[config.mk]
export PLATFORM = sky130hd
export DESIGN_NAME = ledw_port
export DESIGN_NICKNAME = d
export VERILOG_FILES = /design/src/logic/ledw_pkg.sv /design/src/logic/ledw_port.sv
export SDC_FILE = /design/constraint.sdc
export NUM_CORES = 1
export LEC_CHECK = 0
export ABC_AREA = 1
export BUFFER_PORTS_ARGS = -buffer_cell sky130_fd_sc_hd__buf_4
export CAP_MARGIN = 20
export CORE_MARGIN = 2
export CORE_UTILIZATION = 60
export DETAILED_ROUTE_END_ITERATION = 7
export GPL_TIMING_DRIVEN = 0
export HOLD_SLACK_MARGIN = 0.06
export PLACE_DENSITY = 0.77
export SYNTH_ARGS = -nofsm -noshare
export SYNTH_HDL_FRONTEND = slang
export SYNTH_SLANG_ARGS = --single-unit
[constraint.sdc]
create_clock -name ref_clk -period 2.75 [get_ports ref_clk]
set_input_delay 0.275 -clock ref_clk [delete_from_list [all_inputs] [get_ports ref_clk]]
set_output_delay 0.275 -clock ref_clk [all_outputs]
set_load 0.02 [all_outputs]
[src/logic/ledw_pkg.sv]
// Constants and carriers for the LED display write port
package ledw_pkg;
    localparam int unsigned CLK_HZ = 100_000_000;
    localparam int unsigned CLK_PERIOD_NS = 10;
    localparam int unsigned DIGITS = 8;
    localparam int unsigned SCAN_RATE_HZ = 390;
    localparam int unsigned DIGIT_SLOT_CYCLES = CLK_HZ / (SCAN_RATE_HZ * DIGITS);
    localparam int unsigned BLANK_MIN_NS = 2000;
    localparam int unsigned BLANK_CYCLES = (BLANK_MIN_NS + CLK_PERIOD_NS - 1) / CLK_PERIOD_NS;
    localparam int unsigned FIFO_DEPTH = 4;
    localparam logic [7:0] SETUP_RESET = 8'h00;
    localparam logic [7:0] RAM_RESET = 8'h00;
    localparam logic BANK_A_IDX = 1'b0;

    typedef struct packed {
        logic input_bit7_point_or_burst;
        logic input_bit6_font;
        logic input_bit5_lookup;
        logic input_bit4_power;
        logic input_bit3_bank;
        logic input_bit2;
        logic input_bit1;
        logic input_bit0;
    } ledw_word_s;

    typedef struct packed {
        logic select;
        ledw_word_s word;
    } ledw_entry_s;

    typedef enum logic {
        scan_blank = 1'b0,
        scan_show = 1'b1
    } ledw_scan_e;

    // Segment order is {g,f,e,d,c,b,a}
    localparam logic [6:0] HEX_FONT [16] = '{7'h3F, 7'h06, 7'h5B, 7'h4F, 7'h66, 7'h6D, 7'h7D, 7'h07,
                                             7'h7F, 7'h6F, 7'h77, 7'h7C, 7'h39, 7'h5E, 7'h79, 7'h71};
    localparam logic [6:0] CODEB_FONT [16] = '{7'h3F, 7'h06, 7'h5B, 7'h4F, 7'h66, 7'h6D, 7'h7D, 7'h07,
                                               7'h7F, 7'h6F, 7'h40, 7'h79, 7'h76, 7'h38, 7'h73, 7'h00};
endpackage

[src/logic/ledw_port.sv]
// Write port, display RAM, setup decoding and digit scan of the LED display driver
//
// Behaviour
// [RL1] The host holds the word steady over the write strobe and the word is taken on the strobe's rising edge.
// [RL2] Select high sends the word to the setup word, select low sends it to display RAM.
// [RL3] A RAM word keeps input bits 0 to 7 as data bits 1 to 8, the top bit lighting the point segment.
// [RL4] Power bit high runs the display; low stops the scan and blanks every digit.
// [RL5] Lookup bit high drives segments straight from RAM bits; low decodes characters.
// [RL6] Font bit high decodes the hexadecimal set; low decodes the alternate code set.
// [RL7] Burst bit high announces that sequential data follows; low selects single-digit update.
// [RL8] With burst low, setup bits 0 to 2 give the digit address for single-digit update, bit 0 least significant.
// [RL9] Setup bit 3 picks the RAM bank in decode modes only: high bank A, low bank B.
// [RL10] After a burst setup word the next eight RAM words fill digits one to eight in order.
// [RL11] Digits are scanned one at a time in a repeating cycle, never two together, segments from that digit's word.
`timescale 1ns/10ps

module ledw_fifo #(
    parameter int unsigned WIDTH = 9,
    parameter int unsigned DEPTH = 4
) (
    // Clock and reset
    input wire logic ref_clk,
    input wire logic reset,
    // Fill side
    input wire logic in_valid,
    output logic in_ready,
    input wire logic [WIDTH-1:0] in_data,
    // Drain side
    output logic out_valid,
    input wire logic out_ready,
    output logic [WIDTH-1:0] out_data
);
    localparam int unsigned AW = $clog2(DEPTH);

    // Pointers wrap by overflow, so DEPTH is a power of two
    logic [WIDTH-1:0] mem [DEPTH];
    logic [WIDTH-1:0] next_mem [DEPTH];
    logic [AW-1:0] wr_ptr, next_wr_ptr, rd_ptr, next_rd_ptr;
    logic [AW:0] count, next_count;
    logic push, pop;

    assign in_ready = count != (AW + 1)'(DEPTH);
    assign out_valid = count != '0;
    assign out_data = mem[rd_ptr];
    assign push = in_valid && in_ready;
    assign pop = out_valid && out_ready;

    always_comb begin
        next_mem = mem;
        next_wr_ptr = wr_ptr;
        next_rd_ptr = rd_ptr;
        next_count = count;
        if (push) begin
            next_mem[wr_ptr] = in_data;
            next_wr_ptr = wr_ptr + 1'b1;
        end
        if (pop) begin
            next_rd_ptr = rd_ptr + 1'b1;
        end
        if (push && !pop) begin
            next_count = count + 1'b1;
        end else if (pop && !push) begin
            next_count = count - 1'b1;
        end
    end

    always_ff @(posedge ref_clk) begin
        if (reset) begin
            mem <= '{default: '0};
            wr_ptr <= '0;
            rd_ptr <= '0;
            count <= '0;
        end else begin
            mem <= next_mem;
            wr_ptr <= next_wr_ptr;
            rd_ptr <= next_rd_ptr;
            count <= next_count;
        end
    end
endmodule

module ledw_port #(
    parameter int unsigned DIGIT_SLOT_CYCLES = ledw_pkg::DIGIT_SLOT_CYCLES
) (
    // Clock and reset
    input wire logic ref_clk,
    input wire logic reset,
    // Host write pins, asynchronous
    input wire logic write_strobe,
    input wire logic select,
    input wire ledw_pkg::ledw_word_s input_word,
    // Back-pressure towards the host
    output logic word_ready,
    // Display drive
    output logic [7:0] digit_en,
    output logic [6:0] seg_out,
    output logic point_segment
);
    localparam logic [15:0] BLANK_LEN = 16'(ledw_pkg::BLANK_CYCLES);
    localparam logic [15:0] SHOW_LEN = 16'(DIGIT_SLOT_CYCLES - ledw_pkg::BLANK_CYCLES);

    // Pin synchronisers; strobe idles high so its stages reset high
    logic wr_s1, wr_s2, wr_s3, sel_s1, sel_s2;
    ledw_pkg::ledw_word_s dat_s1, dat_s2;
    logic wr_edge;
    ledw_pkg::ledw_entry_s cap_entry, head;
    logic drain_valid, drain_ready, pop;

    always_ff @(posedge ref_clk) begin
        if (reset) begin
            wr_s1 <= 1'b1;
            wr_s2 <= 1'b1;
            wr_s3 <= 1'b1;
            sel_s1 <= 1'b0;
            sel_s2 <= 1'b0;
            dat_s1 <= '0;
            dat_s2 <= '0;
        end else begin
            wr_s1 <= write_strobe;
            wr_s2 <= wr_s1;
            wr_s3 <= wr_s2;
            sel_s1 <= select;
            sel_s2 <= sel_s1;
            dat_s1 <= input_word;
            dat_s2 <= dat_s1;
        end
    end

    // Word is steady by the strobe's rise, so the second stage already holds it
    assign wr_edge = wr_s2 && !wr_s3; // RL1
    assign cap_entry = '{select: sel_s2, word: dat_s2};

    ledw_fifo #(
        .WIDTH($bits(ledw_pkg::ledw_entry_s)),
        .DEPTH(ledw_pkg::FIFO_DEPTH)
    ) u_fifo (
        .ref_clk(ref_clk),
        .reset(reset),
        .in_valid(wr_edge),
        .in_ready(word_ready),
        .in_data(cap_entry),
        .out_valid(drain_valid),
        .out_ready(drain_ready),
        .out_data(head)
    );

    // Setup word, burst tracking and display RAM
    ledw_pkg::ledw_word_s setup, next_setup;
    logic burst_active, next_burst;
    logic [2:0] burst_ptr, next_ptr;
    logic [7:0] ram [2][8];
    logic [7:0] next_ram [2][8];
    logic wr_bank, disp_bank;
    logic [2:0] wr_addr;

    assign pop = drain_valid && drain_ready;
    // No-decode mode ignores the bank bit and uses bank A
    assign disp_bank = setup.input_bit5_lookup ? ledw_pkg::BANK_A_IDX : !setup.input_bit3_bank; // RL9
    assign wr_bank = disp_bank;
    assign wr_addr = burst_active ? burst_ptr : {setup.input_bit2, setup.input_bit1, setup.input_bit0}; // RL8 RL10

    always_comb begin
        next_setup = setup;
        next_burst = burst_active;
        next_ptr = burst_ptr;
        next_ram = ram;
        if (pop) begin
            if (head.select) begin
                next_setup = head.word; // RL2
                next_burst = head.word.input_bit7_point_or_burst; // RL7
                next_ptr = 3'h0;
            end else begin
                next_ram[wr_bank][wr_addr] = head.word; // RL3
                if (burst_active) begin
                    next_ptr = burst_ptr + 3'h1; // RL10
                    if (burst_ptr == 3'h7) begin
                        next_burst = 1'b0;
                    end
                end
            end
        end
    end

    always_ff @(posedge ref_clk) begin
        if (reset) begin
            setup <= ledw_pkg::SETUP_RESET;
            burst_active <= 1'b0;
            burst_ptr <= 3'h0;
            ram <= '{default: ledw_pkg::RAM_RESET};
        end else begin
            setup <= next_setup;
            burst_active <= next_burst;
            burst_ptr <= next_ptr;
            ram <= next_ram;
        end
    end

    // Digit scan
    ledw_pkg::ledw_scan_e scan_st, next_st;
    logic [15:0] scan_cnt, next_cnt;
    logic [2:0] digit_idx, next_idx;
    logic [7:0] next_digit_en;
    logic [6:0] next_seg, shown_seg;
    logic next_point;
    logic [7:0] cur_word;

    assign cur_word = ram[disp_bank][digit_idx];
    assign shown_seg = setup.input_bit5_lookup ? cur_word[6:0] // RL5
        : (setup.input_bit6_font ? ledw_pkg::HEX_FONT[cur_word[3:0]] // RL6
        : ledw_pkg::CODEB_FONT[cur_word[3:0]]);
    // RAM updates wait for a lit slot so a digit is never half rewritten; powered down drains freely
    assign drain_ready = (scan_st == ledw_pkg::scan_show) || !setup.input_bit4_power;

    always_comb begin
        next_st = scan_st;
        next_cnt = scan_cnt + 16'h1;
        next_idx = digit_idx;
        next_digit_en = 8'h00;
        next_seg = 7'h00;
        next_point = 1'b0;
        case (scan_st)
            ledw_pkg::scan_blank: begin
                if (scan_cnt >= BLANK_LEN - 16'h1) begin
                    next_st = ledw_pkg::scan_show;
                    next_cnt = 16'h0;
                end
            end
            ledw_pkg::scan_show: begin
                next_digit_en = 8'h01 << digit_idx; // RL11
                next_seg = shown_seg;
                next_point = cur_word[7]; // RL3
                if (scan_cnt >= SHOW_LEN - 16'h1) begin
                    next_st = ledw_pkg::scan_blank;
                    next_cnt = 16'h0;
                    next_idx = digit_idx + 3'h1; // RL11
                end
            end
            default: begin
                next_st = ledw_pkg::scan_blank;
                next_cnt = 16'h0;
            end
        endcase
        if (!setup.input_bit4_power) begin
            next_st = ledw_pkg::scan_blank; // RL4
            next_cnt = 16'h0;
            next_digit_en = 8'h00;
            next_seg = 7'h00;
            next_point = 1'b0;
        end
    end

    always_ff @(posedge ref_clk) begin
        if (reset) begin
            scan_st <= ledw_pkg::scan_blank;
            scan_cnt <= 16'h0;
            digit_idx <= 3'h0;
            digit_en <= 8'h00;
            seg_out <= 7'h00;
            point_segment <= 1'b0;
        end else begin
            scan_st <= next_st;
            scan_cnt <= next_cnt;
            digit_idx <= next_idx;
            digit_en <= next_digit_en;
            seg_out <= next_seg;
            point_segment <= next_point;
        end
    end
endmodule

==> results.yml <==
logic_synthesis:
  synth.top_cells.by_count: "nor2_1, dfxtp_1, o21ai_0, nand2_1, nand3_1"
  synth_top_area_frac: 0.448
  synthSimpleGateAreaFrac: 0.271
  syn-num-nets: 1480
  synth_edf_count: 0
  syn-instance-count: 1451
  muxShareOfSynthArea: 0
  yosys.area_share.adder: 0.0206
  syn_avg_cell_area_sq_um: 7.37
  synth_seq_area_share: 0.448
  post-synth-top-count-cell: "nor2_1"
  ys_seq_elements: 239
  ys_warn_count: 0
  yosys.area_share.xor_xnor: 0.00737
  synth_cell_types: 43
  netlist_area_sq_um: 10700
  synth-compound-area-share: 0.171
  yosysTopAreaCell: "dfxtp_1"
  synth_top_family_by_area: "simple AND/OR/NAND/NOR gates"
  netlist_top_cells_area: "dfxtp_1, nor2_1, o21ai_0"
  ys_dominant_reg_cell: "dfxtp_1"
  ys_async_sr_fraction: 0
global_routing:
  grt_overflow: 0
  grt_pass1_wl_mm: 46.7
  first_global_vias: 8902
  antenna_found_initial: 0
  gr-usage-all-layers: 0.315
  grt_max_degree: 14
sta:
  fmax_mhz: 403
  min_period_over_period: 0.902
  finClkSkew_ps: 13.2
  fin_hold_ws_ps: 364
  relSlewSlack: 0.289
  min_period_ps: 2480
  setup_violations: 0
  worst_slew_pin_slew_ps: 1070
  final.setup.tns_ps: 0
  slew_violations: 0
  grt_setup_unrepaired: "no"
  hold_viol_final: 0
route:
  drtIter0Drc: 1141
  drt_wl_total_mm: 29.5
  wl_per_cell_um: 16.8
  drc: 0
  first_pass_iters: 7
  route.antenna.remaining_nets: 0
  num_vias: 10000
  viasPerCell: 5.72
floorplan:
  rows: 48
  die_h_um: 137
  die_w_um: 137
  ios: 29
  start_util: 0.616
  core-area_sq_um: 17400
  dieArea_sq_um: 18900
critical_path:
  rr_endpoint: "seg_out[1]"
  arrival_ps: 2910
  setup.worst_path.end: "seg_out[1]"
  worstPathRequired_ps: 3170
  critPathMaxFanout: 10
  crit_path_start: "digit_idx[0]"
  cp-end-kind: "flip-flop"
  critPathLaunchType: "flip-flop"
  r2r_start: "digit_idx[0]"
  reg2regPathDepth: 14
  crit_type: "reg2reg"
  r2r_slack_ps: 270
clock_network:
  cts_buffers: 25
  htreeDepth: 1
  clock-sinks: 239
  cts-root-buf: "clkbuf_16"
  clk_latency_ps: 530
  clk_pin_slew_ps: 60
  cts_tree: "yes"
  clock_tree.buffer_depth: 3
placement:
  numPortBuffers: 27
  gp_congestion: 0.954
  post-dp-hpwl_mm: 20.7
final_layout:
  area_delta_synth_final_pct: 12.9
  drive_above_1_share: 0.120
  num_antenna_cells: 0
  nNetsFinal: 1542
pwr:
  seqPwrFrac: 0.338
  switching_share: 0.406
  pwr-share-comb: 0.381
  switchingPower_w: 0.00478
  pwr-share-clk: 0.281
  power_leakage_nw: 5.03
  p_per_area_nw_per_um2: 976
  vdd_drop_max_mv: 0.588
  internal_power_w: 0.00700
job:
  drv_cap: 0
run_status:
  status: "finished, final reports clean"
min_path:
  worstHoldPathType: "in2reg"
==> cell usage in the layout (no fill, tap or decap), types with 12 or more instances in the layout <==
master / synthesis / final
a21oi_1: 100 / 100
buf_2: 26 / 26
buf_4: 3 / 30
clkbuf_1: 34 / 34
clkbuf_16: 0 / 25
dfxtp_1: 239 / 239
ha_1: 16 / 16
inv_1: 95 / 95
inv_2: 27 / 27
nand2_1: 162 / 162
nand3_1: 122 / 122
nor2_1: 310 / 310
nor2_4: 16 / 16
o21ai_0: 194 / 194
o21ai_1: 12 / 12
==> cell type report <==
cell class	count	area (sq um)
Buffer	73	390
Inverter	125	477
Clock buffer	33	716
Fill cell	1449	5290
Multi-Input combinational cell	1012	5030
Sequential cell	239	4780
Tap cell	225	282
Clock inverter	11	86.3
Timing Repair Buffer	37	303
==> worst max-delay path, cell delays in order (launching register included) <==
cell and delay (ps):
dfxtp_1 360, buf_2 230, buf_2 330, nand3_1 110
nand3_1 140, nand3_1 110, nand2_2 210, inv_2 110
ha_1 300, inv_1 70, nand3_1 80, a21oi_1 130
nand3_1 90, nand2_1 60, inv_1 40
==> flip-flops by register name, summed over array words and instances (netlist names) <==
signal / count
sel_s2: 1
burst_ptr: 3
sel_s1: 1
wr_s3: 1
seg_out: 7
cap_entry: 8
scan_cnt: 16
dat_s1: 8
digit_idx: 3
burst_active: 1
u_fifo.rd_ptr: 2
u_fifo.wr_ptr: 2
u_fifo.count: 3
scan_st: 1
point_segment: 1
ram: 128
wr_s1: 1
wr_s2: 1
u_fifo.mem: 36
setup: 7
digit_en: 8
==> stage by stage <==
stage	cell area [sq um]	total power (W)	utilization	cells	setup slack (ps)
after floorplan	10700	0.00721	-	1451	441
after global placement	11200	0.00833	0.644	1703	104
after detailed placement	11200	0.00840	0.644	1703	67.2
after CTS	12100	0.0117	0.696	1757	45.3
after global routing	12100	0.0124	0.695	1755	64.6
final	12100	0.0118	0.695	1755	268
==> layer usage <==
metal,vias up,global-route usage,wire length [um]
met5,-,0,0
met4,0,0.108,902
met3,73,0.0519,2650
met2,484,0.492,13000
met1,4600,0.443,13000
li1,4890,-,-
==> worst min-delay path by stage <==
stage / startpoint / endpoint / slack, ps / depth (start not counted)
finish: reset / dat_s1[6] / 360 / 3
global route: dat_s1[4] / cap_entry[4] / 430 / 2
CTS: reset / dat_s1[6] / 350 / 3
detailed placement: dat_s1[3] / cap_entry[3] / 390 / 2
global placement: dat_s1[3] / cap_entry[3] / 390 / 2
floorplan: write_strobe / wr_s1 / 380 / 1
==> repair_timing <==
action | CTS | global route
hold endpoints to repair | 10 | 0
hold buffers | 10 | 0
setup buffers | 0 | 0
resized for setup | 0 | 0
setup endpoints to repair | 0 | 6
==> cell families (layout without fill, tap and decap cells) <==
kind of cell,count (synthesis),in the layout
AND/OR/NAND/NOR,646,646
AO/OA/AOI/OAI,339,339
XOR/XNOR,9,9
other,1,1
adder cells (fa/ha/maj),17,17
flip-flops,239,239
buffers and inverters,200,279
==> power by group through the flow <==
stage                     Sequential [W]  Clock, W  Combinational, W
after floorplan                  0.00400         0           0.00321
after global placement           0.00404         0           0.00429
after detailed placement         0.00405         0           0.00435
after CTS                        0.00398   0.00333           0.00438
after global routing             0.00402   0.00347           0.00488
final                            0.00399   0.00330           0.00449
(Power assumes the default switching activity.)
